$ cat config.mk
export PLATFORM = sky130hd
export DESIGN_NAME = gpm_geometry_primitive_mode_regs
export DESIGN_NICKNAME = d
export VERILOG_FILES = /design/src/rtl/gpm_geometry_primitive_mode_regs.v /design/src/rtl/gpm_fifo_port.v
export VERILOG_INCLUDE_DIRS = /design/src /design/src/rtl
export SDC_FILE = /design/constraint.sdc
export NUM_CORES = 1
export LEC_CHECK = 0
export ABC_CLOCK_PERIOD_IN_PS = 1400
export BUFFER_PORTS_ARGS = -buffer_cell sky130_fd_sc_hd__buf_4
export CORE_UTILIZATION = 53
export CTS_BUF_LIST = sky130_fd_sc_hd__clkbuf_8
export CTS_CLUSTER_SIZE = 28
export DETAILED_ROUTE_END_ITERATION = 8
export PLACE_DENSITY = 0.87
export REMOVE_ABC_BUFFERS = 1
export SYNTH_ARGS = -nofsm -noshare
export SYNTH_HDL_FRONTEND = slang
export SYNTH_HIERARCHICAL = 1
export SYNTH_SLANG_ARGS = --single-unit
$ cat constraint.sdc
create_clock -name clk_sys -period 1.4 [get_ports clk_sys]
set_input_delay 0.07 -clock clk_sys [delete_from_list [all_inputs] [get_ports clk_sys]]
set_output_delay 0.07 -clock clk_sys [all_outputs]
set_load 0.01 [all_outputs]
$ cat src/rtl/gpm_map.vh
// Purpose: Offsets, field positions, reset values for geometry mode registers
// Assumes: Byte offsets from the geometry base
// Notes: Definitions only
`ifndef GPM_MAP_VH
`define GPM_MAP_VH
`define GPM_OFS_VERTEX_MODE 12'h040
`define GPM_OFS_LINE_MODE 12'h044
`define GPM_OFS_TRIANGLE_MODE 12'h048
`define GPM_OFS_LINE_MODE_EXT 12'h04c
`define GPM_OFS_TRIANGLE_MODE_EXT 12'h050
`define GPM_OFS_FIFO_PORT 12'h400
`define GPM_RST_MODE 32'h00000000
`define GPM_BIT_ANTIALIAS 0
`define GPM_BIT_END_POINT 2
`define GPM_BIT_DASH_REF 4
`define GPM_BIT_SHADOW 8
`define GPM_BIT_BORDER 9
`define GPM_BIT_TOP_LEFT 10
`define GPM_BIT_THICK_ORIENT 12
`define GPM_BIT_DASH_ORIENT 13
`define GPM_BIT_THICK_JOINT 20
`define GPM_BIT_CULL 0
`define GPM_BIT_WINDING 2
`define GPM_BIT_VTX_COLOR 1
`define GPM_BIT_VTX_DEPTH 2
`define GPM_BIT_VTX_TEX 3
`define GPM_MODE_LINE 2'h0
`define GPM_MODE_STRIP 2'h1
`define GPM_MODE_TRI 2'h2
`define GPM_MODE_POLY 2'h3
`endif

$ cat src/rtl/gpm_geometry_primitive_mode_regs.v
// Purpose: Geometry line and triangle mode settings plus display-list entry port
// Assumes: Mode writes arrive from the display-list command processor
// Notes: Settings are latched per primitive at primitive start
// Overview of operation
// - Thick-line orientation: principal axis or theoretical line
// - Line bit 9 enables border primitive
// - Bit 8 enables shadow, line and triangle
// - Line bit 4: 0 clears dash reference
// - Line bit 2 draws end point, never strips
// - Line bit 0 enables line anti-aliasing
// - Triangle mode at 48 hex, begin to end
// - Triangle bit 2 selects front face winding
// - Triangle bit 0 culls back; polygons unaffected
// - Extension bit 10 set skips top-left rule
// - Write-only FIFO entry word at 400 hex
// - Line thick, dash-orientation, border and shadow bits only with vertex enables cleared
`include "gpm_map.vh"
module gpm_geometry_primitive_mode_regs (
    input wire clk_sys,
    input wire rst_n,
    input wire cmdWrEn,
    input wire [11:0] cmdWrAddr,
    input wire [31:0] cmdWrData,
    output wire cmdWrReady,
    input wire primStart,
    input wire [1:0] primKind,
    input wire primActive,
    output reg wordValid_q,
    output reg [31:0] wordData_q,
    input wire wordReady,
    output reg thickLineOrientation_q,
    output reg thickJointCorrection_q,
    output reg dashPatternOrientation_q,
    output reg borderPrimitiveEnable_q,
    output reg shadowPrimitiveEnable_q,
    output reg dashReferenceClear_q,
    output reg endPointDraw_q,
    output reg lineAntialias_q,
    output reg frontFaceWinding_q,
    output reg backFaceCull_q,
    output reg topLeftRuleDisable_q,
    output reg primInTriangleRange_q
);
    // Stored settings; CPU cannot reach these, only the command path
    reg [31:0] vertexMode_q;
    reg [31:0] lineMode_q;
    reg [31:0] lineModeExt_q;
    reg [31:0] triangleMode_q;
    reg [31:0] triangleModeExt_q;
    wire fifoWr;
    wire fifoWordValid;
    wire [31:0] fifoWordData;
    wire extOk;
    wire isLine;
    wire isTri;

    function hit;
        input [11:0] a;
        input [11:0] ofs;
        begin
            hit = cmdWrEn && (a == ofs);
        end
    endfunction

    assign fifoWr = hit(cmdWrAddr, `GPM_OFS_FIFO_PORT);

    always @(posedge clk_sys or negedge rst_n) begin
        if (!rst_n) begin
            vertexMode_q <= `GPM_RST_MODE;
            lineMode_q <= `GPM_RST_MODE;
            lineModeExt_q <= `GPM_RST_MODE;
            triangleMode_q <= `GPM_RST_MODE;
            triangleModeExt_q <= `GPM_RST_MODE;
        end else begin
            if (hit(cmdWrAddr, `GPM_OFS_VERTEX_MODE)) begin
                vertexMode_q <= cmdWrData;
            end else if (hit(cmdWrAddr, `GPM_OFS_LINE_MODE)) begin
                lineMode_q <= cmdWrData;
            end else if (hit(cmdWrAddr, `GPM_OFS_TRIANGLE_MODE)) begin
                triangleMode_q <= cmdWrData;
            end else if (hit(cmdWrAddr, `GPM_OFS_LINE_MODE_EXT)) begin
                lineModeExt_q <= cmdWrData;
            end else if (hit(cmdWrAddr, `GPM_OFS_TRIANGLE_MODE_EXT)) begin
                triangleModeExt_q <= cmdWrData;
            end
        end
    end

    gpm_fifo_port uFifoPort (
        .clk_sys(clk_sys),
        .rst_n(rst_n),
        .wrEn(fifoWr),
        .wrData(cmdWrData),
        .portReady(cmdWrReady),
        .wordValid_q(fifoWordValid),
        .wordData_q(fifoWordData),
        .wordReady(wordReady)
    );

    always @(posedge clk_sys or negedge rst_n) begin
        if (!rst_n) begin
            wordValid_q <= 1'b0;
            wordData_q <= 32'h00000000;
        end else begin
            wordValid_q <= fifoWordValid;
            wordData_q <= fifoWordData;
        end
    end

    // Thick, dash-orientation, border and shadow line functions are gated when any vertex attribute is enabled
    assign extOk = ~vertexMode_q[`GPM_BIT_VTX_COLOR] & ~vertexMode_q[`GPM_BIT_VTX_DEPTH]
        & ~vertexMode_q[`GPM_BIT_VTX_TEX];
    assign isLine = (primKind == `GPM_MODE_LINE) || (primKind == `GPM_MODE_STRIP);
    assign isTri = (primKind == `GPM_MODE_TRI) || (primKind == `GPM_MODE_POLY);

    // Latch at primitive start so mid-primitive writes do not disturb it
    always @(posedge clk_sys or negedge rst_n) begin
        if (!rst_n) begin
            thickLineOrientation_q <= 1'b0;
            thickJointCorrection_q <= 1'b0;
            dashPatternOrientation_q <= 1'b0;
            borderPrimitiveEnable_q <= 1'b0;
            shadowPrimitiveEnable_q <= 1'b0;
            dashReferenceClear_q <= 1'b0;
            endPointDraw_q <= 1'b0;
            lineAntialias_q <= 1'b0;
            frontFaceWinding_q <= 1'b0;
            backFaceCull_q <= 1'b0;
            topLeftRuleDisable_q <= 1'b0;
            primInTriangleRange_q <= 1'b0;
        end else if (primStart) begin
            if (isLine) begin
                // Thick, dash-orientation, border and shadow bits are masked while any vertex attribute is enabled
                thickLineOrientation_q <= extOk & lineModeExt_q[`GPM_BIT_THICK_ORIENT];
                thickJointCorrection_q <= extOk & lineModeExt_q[`GPM_BIT_THICK_JOINT];
                dashPatternOrientation_q <= extOk & lineModeExt_q[`GPM_BIT_DASH_ORIENT];
                borderPrimitiveEnable_q <= extOk & lineModeExt_q[`GPM_BIT_BORDER];
                shadowPrimitiveEnable_q <= extOk & lineModeExt_q[`GPM_BIT_SHADOW];
                // Bit 0 means clear the reference
                dashReferenceClear_q <= ~lineModeExt_q[`GPM_BIT_DASH_REF];
                endPointDraw_q <= lineModeExt_q[`GPM_BIT_END_POINT]
                    & (primKind != `GPM_MODE_STRIP);
                lineAntialias_q <= lineModeExt_q[`GPM_BIT_ANTIALIAS];
                frontFaceWinding_q <= 1'b0;
                backFaceCull_q <= 1'b0;
                topLeftRuleDisable_q <= 1'b0;
                primInTriangleRange_q <= 1'b0;
            end else if (isTri) begin
                thickLineOrientation_q <= 1'b0;
                thickJointCorrection_q <= 1'b0;
                dashPatternOrientation_q <= 1'b0;
                borderPrimitiveEnable_q <= 1'b0;
                shadowPrimitiveEnable_q <= triangleModeExt_q[`GPM_BIT_SHADOW];
                dashReferenceClear_q <= 1'b0;
                endPointDraw_q <= 1'b0;
                lineAntialias_q <= 1'b0;
                // Both triangle settings carry the winding; either set selects CCW
                frontFaceWinding_q <= triangleMode_q[`GPM_BIT_WINDING]
                    | triangleModeExt_q[`GPM_BIT_WINDING];
                backFaceCull_q <= (primKind == `GPM_MODE_TRI)
                    & (triangleMode_q[`GPM_BIT_CULL]
                    | triangleModeExt_q[`GPM_BIT_CULL]);
                topLeftRuleDisable_q <= triangleModeExt_q[`GPM_BIT_TOP_LEFT];
                primInTriangleRange_q <= primActive;
            end
        end
    end
endmodule // gpm_geometry_primitive_mode_regs

$ cat src/rtl/gpm_fifo_port.v
// Purpose: Display-list FIFO entry port, write-only word push
// Assumes: Consumer accepts with wordReady; one word staged
// Notes: Write while staged word is pending is held off by portReady
module gpm_fifo_port (
    input wire clk_sys,
    input wire rst_n,
    input wire wrEn,
    input wire [31:0] wrData,
    output wire portReady,
    output reg wordValid_q,
    output reg [31:0] wordData_q,
    input wire wordReady
);
    assign portReady = ~wordValid_q | wordReady;
    always @(posedge clk_sys or negedge rst_n) begin
        if (!rst_n) begin
            wordValid_q <= 1'b0;
            wordData_q <= 32'h00000000;
        end else if (wrEn && portReady) begin
            wordValid_q <= 1'b1;
            wordData_q <= wrData;
        end else if (wordReady) begin
            wordValid_q <= 1'b0;
        end
    end
endmodule // gpm_fifo_port

==> results.cfg, run 1 <==
[worst_hold_path]
hp-class = input port to flop

[clock_network]
clock_latency_ns = 0.36
tritoncts = done
clock_sinks = 95
htree_levels = 3
cts_hold_buffers = 37
cts_buffers = 9
cts-resized-gates = 0
cts_setup_buffers = 0
clk_pin_slew_worst_paths_ns = 0.09
clk_path_buf_depth = 2
clock-root-buffer = clkbuf_8

[sta]
hold_viol = 0
fin_crit_sh_pct = 92.5
rsz0062_at_grt = no
period_needed_ns = 1.29
worstMarginPinSlew_ns = 0.472
fmax_ghz = 0.772
max-slew-margin-rel_pct = 68.6
slew_viol_final = 0
setup-tns-final_ns = 0
clock_skew_ns = 0.0107
setup_viol = 0

[global_routing]
grt.overflow.total = 0
globalRouteTotalUtil_pct = 24.8
grt_max_degree = 96
antenna_found_initial = 0
grt_pass1_vias = 2329
grt_pass1_wl_um = 11900

[layout]
instances_no_fill = 422
fillCellCount = 358
diodes = 0
finish.utilization_pct = 77.6
drive_gt1_share_pct = 51.6
fin_nets = 392
area_growth_pct = 41.7

[route]
wl_per_cell_um = 18.7
first_iter_violations = 98
vias = 2142
drc_errors = 0
viasPerCell = 5.08
ant_nets = 0
dr.pass1.iters = 4
totalWireLength_um = 7880

[synthesis]
ys.flop_type = dfrtp_1
yosys.area_share.simple_pct = 6.26
syn_inst = 191
yosys_register_bits = 95
synth_top_area_share_pct = 68.7
synth_top_family_by_area = multiplexers
yosysSeqAreaShare_pct = 68.7
netlist_area_um2 = 3460
synthArstFlopShare_pct = 100
yosysWarnings = 6
synth_mux_area_share_pct = 19.2
postSynthAreaPerCell_um2 = 18.1
synth_compound_area_share_pct = 3.11
ys_top_cells_by_area = dfrtp_1, mux2_4, mux2_2
synth-edff-count = 0
synth_area_leader_cell = dfrtp_1
synthDistinctLibCells = 32
synth_fa_ha_area_share_pct = 0
synth-xor-area-share_pct = 0

[outcome]
status = finished, final reports clean

[floorplanning]
core-area_um2 = 6310
boundaryPins = 98
start_util_pct = 54.8
die-area_um2 = 6850
fp.dieW_um = 82.8
row_count = 29
die_y_um = 82.8

[setup_path]
critPathCaptureType = flop
criticalPathCategory = input port to flop
crit_arrival_ns = 1.53
cp_data_required_time_ns = 1.64
crit_fanout = 15
startpoint_type = input port

[power]
ir_worst_vdd_uv = 1100
powerDensity_nw_per_um2 = 1020
p_leak_nw = 2.66

[placement]
place_hpwl_um = 4570
place_inst = 369
place_congestion = 0.716
numPortBuffers = 97

[run]
cap_violations = 0
## cell usage in the layout, fill, tap and decap left out, types with 2 or more instances in the layout
cell type and count:
buf_4 102, dfrtp_1 95, dlygate4sd3_1 37, mux2_4 30
mux2_2 19, clkbuf_8 10, inv_1 8, a22o_1 4
o21ai_0 4, buf_12 3, nor4b_1 2, o2bb2ai_1 2
nand3_1 2, inv_8 2, clkinvlp_4 2
## metal layers
metal	global-route usage (%)	up-vias	wire, um
met2	44.3	84	4080
met3	7.87	7	529
met5	0	-	0
li1	-	976	-
met4	5.00	0	46
met1	29.4	1075	3220
## final cells by class
cell class,count,area (um2),area share (%)
Timing Repair Buffer,142,1200,24.4
Tap cell,77,96.3,1.97
Multi-Input combinational cell,84,988,20.2
Clock inverter,6,76.3,1.56
Sequential cell,95,2380,48.5
Inverter,8,30.0,0.613
Clock buffer,10,138,2.81
## sequential cells by signal, summed over array words and instances, names as in the netlist, 2 cells and up
name / flops
uFifoPort/wordData_q: 32
wordData_q: 32
lineModeExt_q: 8
triangleModeExt_q: 4
vertexMode_q: 3
triangleMode_q: 2
## cell families after synthesis
| group | after synthesis |
|---|---|
| compound gates | 14 |
| mux | 49 |
| simple gates | 21 |
| buf+inv | 12 |
| flops | 95 |
## final timing paths
kind / from / to / slack [ns] / cells after the start
min in group asynchronous: rst_n / uFifoPort/wordData_q[18]$_DFFE_PN0P_ / 0.30 / 3
setup / recovery: cmdWrAddr[7] / uFifoPort/wordData_q[17]$_DFFE_PN0P_ / 0.11 / 6
max in group asynchronous: rst_n / wordData_q[9]$_DFF_PN0_ / 0.74 / 3
hold / removal: primStart / frontFaceWinding_q$_DFFE_PN0P_ / 0.03 / 2
setup reg to reg: uFifoPort/wordValid_q$_DFFE_PN0P_ / uFifoPort/wordData_q[28]$_DFFE_PN0P_ / 0.14 / 4
hold reg to reg: uFifoPort/wordData_q[28]$_DFFE_PN0P_ / wordData_q[28]$_DFF_PN0_ / 0.37 / 0
## stage by stage
| step | power (mW) | worst slack, ns | hold WS [ns] | cell area, um2 |
|---|---|---|---|---|
| after detailed placement | 3.09 | -0.0512 | 0.162 | 4320 |
| after CTS | 5.04 | 0.142 | 0.000859 | 4900 |
| final | 5.01 | 0.105 | 0.0262 | 4900 |
| after global placement | 3.08 | -0.0268 | 0.150 | 4320 |
| after floorplan | 2.86 | -0.0930 | -0.226 | 3400 |
| after global routing | 5.23 | 0.0480 | 0.0269 | 4900 |
## power breakdown
part	internal (mW)	switching, mW
registers	2.76	0.00863
logic	0.203	0.152
clock network	0.906	0.987
## cell usage after synthesis, types with 2 or more instances
cell type  instances
mux2_4            30
nor4b_1            2
a22o_1             4
dfrtp_1           95
mux2_2            19
buf_12             3
o2bb2ai_1          2
o21ai_0            4
nand3_1            2
inv_1              8
## critical path, stage by stage
cell     delay [ns]
buf_4          0.12
nor4b_1        0.40
and4_1         0.35
nand2_4        0.10
buf_12         0.17
mux2_4         0.31
Power figures use the tool's default switching activity.
==> run 2, diff against run 1 <==
- ABC_CLOCK_PERIOD_IN_PS: 1400 -> 1600
- CORE_UTILIZATION: 53 -> 55
- PLACE_DENSITY: 0.87 -> 0.9
- clock period: 1.4 -> 1.6 ns (I/O delays scaled with it)
==> run 2 against run 1 <==
Net effect:
- register-to-register slack improved by 0.17 ns
- first-iteration DRC count fell by 37%
- count of clock-buffer cells in the layout fell by 1
- critical path depth fell by 2
- critical path type unchanged
- die area fell by 3.5%
- largest power group unchanged
- combinational power fell by 12%
- critical endpoint is now endPointDraw_q$_DFFE_PN0P_
- largest cell class unchanged
- utilization rose by 3.9 points
- cell count fell by 0.95%
- clock skew fell by 0.0020 ns
- via count barely moved
- clock power fell by 17%
- power fell by 14%
==> results.cfg, run 2 (synthesis results as in run 1) <==
[global_routing]
antenna_found_initial = 0
globalRouteTotalUtil_pct = 24.1
grt.overflow.total = 0
grt_pass1_wl_um = 11300
grt_max_degree = 38
grt_pass1_vias = 2204

[layout]
fillCellCount = 294
largest_registers = uFifoPort/wordData_q: 32 flops, wordData_q: 32 flops, lineModeExt_q: 8 flops
mostFrequentLayoutCells = buf_4, dfrtp_1, dlygate4sd3_1
diodes = 0
drive_gt1_share_pct = 51.6
fin_nets = 390
final_common_cell = buf_4
ff_latch_area_um2 = 2380
area_growth_pct = 41.2
multiInputGateArea_um2 = 988

[floorplanning]
die-area_um2 = 6610
row_count = 28
fp.dieW_um = 81.3
boundaryPins = 98
die_y_um = 81.3
core-area_um2 = 5990
start_util_pct = 57.7

[clock_network]
cts_buffers = 9
cts-resized-gates = 0
clk_path_buf_depth = 2
clk_pin_slew_worst_paths_ns = 0.09
clock_latency_ns = 0.35
cts_setup_buffers = 0
clock_sinks = 95
clock-root-buffer = clkbuf_8
cts_hold_buffers = 36
htree_levels = 3
tritoncts = done

[setup_path]
crit_chain = dlygate4sd3_1 > buf_4 > o32ai_1 > dlygate4sd3_1
r2r_setup_slack_ns = 0.31
worstSetupStartpoint = primKind[0]
cp_data_required_time_ns = 1.89
slowest_delay_ns = 0.59
startpoint_type = input port
crit_fanout = 2
cp_common_cell = dlygate4sd3_1
cp_slowest_cell = dlygate4sd3_1
r2r_end = endPointDraw_q$_DFFE_PN0P_
crit-reg2reg-launch = lineModeExt_q[2]$_DFFE_PN0P_
criticalPathCategory = input port to flop
crit_path_end = endPointDraw_q$_DFFE_PN0P_
critPathCaptureType = flop
ff2ff_path_depth = 3
crit_arrival_ns = 1.67

[route]
first_iter_violations = 62
drc_errors = 0
wl_per_cell_um = 17.6
vias = 2144
viasPerCell = 5.13
dr.pass1.iters = 4
totalWireLength_um = 7350
ant_nets = 0

[sta]
fmax_ghz = 0.727
worst_slack_ns = 0.224
slew_viol_final = 0
rsz0062_at_grt = no
setup_viol = 0
clock_skew_ns = 0.00868
fin_crit_sh_pct = 86.0
setup-tns-final_ns = 0
max-slew-margin-rel_pct = 66.0
worstMarginPinSlew_ns = 0.510
hold_viol = 0
period_needed_ns = 1.38

[power]
powerDensity_nw_per_um2 = 881
ir_worst_vdd_uv = 550
p_leak_nw = 2.65
design_power_total_mw = 4.30

[placement]
numPortBuffers = 97
place_hpwl_um = 4520
place_congestion = 0.738
dpl_worst_slack_ns = 0.117

[outcome]
status = finished, final reports clean

[run]
cap_violations = 0

[worst_hold_path]
hp-class = input port to flop
==> run 2: cell types whose count changed in the layout (fill, tap and decap cells not counted), sizes merged <==
cell         before  now
clkinv            0    2
buf             105  104
clkbuf           10    9
dlygate4sd3      37   36
inv              11   10
==> run 2: routing by layer <==
metal / wire [um] / up-vias / track usage, % / part of all wire, %
met5: 0 / - / 0 / 0
met3: 493 / 14 / 6.63 / 6.7
met4: 137 / 0 / 9.82 / 1.9
met2: 3660 / 83 / 39.6 / 50
li1: - / 973 / - / -
met1: 3060 / 1074 / 30.0 / 42
==> run 2: worst min path at each step <==
stage           startpoint                           endpoint  cells after the start
2_1_floorplan        rst_n         backFaceCull_q$_DFFE_PN0P_                      0
3_3_place_gp         rst_n           wordData_q[15]$_DFF_PN0_                      1
3_5_place_dp         rst_n           wordData_q[11]$_DFF_PN0_                      1
4_1_cts        primKind[1]  primInTriangleRange_q$_DFFE_PN0P_                      3
5_1_grt          primStart         backFaceCull_q$_DFFE_PN0P_                      2
6_report       primKind[1]  primInTriangleRange_q$_DFFE_PN0P_                      3
==> run 2: per-stage QoR <==
stage	hold slack [ns]	cells	area [um2]	utilization (%)
floorplan	-0.216	187	3400	-
detailed placement	0.0792	366	4320	72.1
global placement	0.0664	366	4320	72.1
global route	0.0200	418	4880	81.5
finish	0.0166	418	4880	81.5
CTS	0.00683	418	4880	81.5
==> run 2: area by class of cell <==
type	count	area share, %
flip-flops and latches	95	48.7
repair buffers	140	24.4
multi-input cells	84	20.2
clock buffers	9	2.54
well taps	75	1.92
clock inverters	7	1.64
inverters	8	0.615
==> run 2: report_power, final <==
part	leakage [nW]	total, mW	internal [mW]	switching (mW)
sequential	1.32	2.42	2.41	0.00749
combinational	1.23	0.311	0.179	0.132
clock	0.0964	1.57	0.738	0.834
total	2.65	4.30	3.33	0.974
==> run 2: worst max-delay path, delay by kind of cell <==
kind / cells / cell delay (ns)
AOI/OAI and AO/OA: 1 / 0.29
buffers and inverters: 3 / 1.30
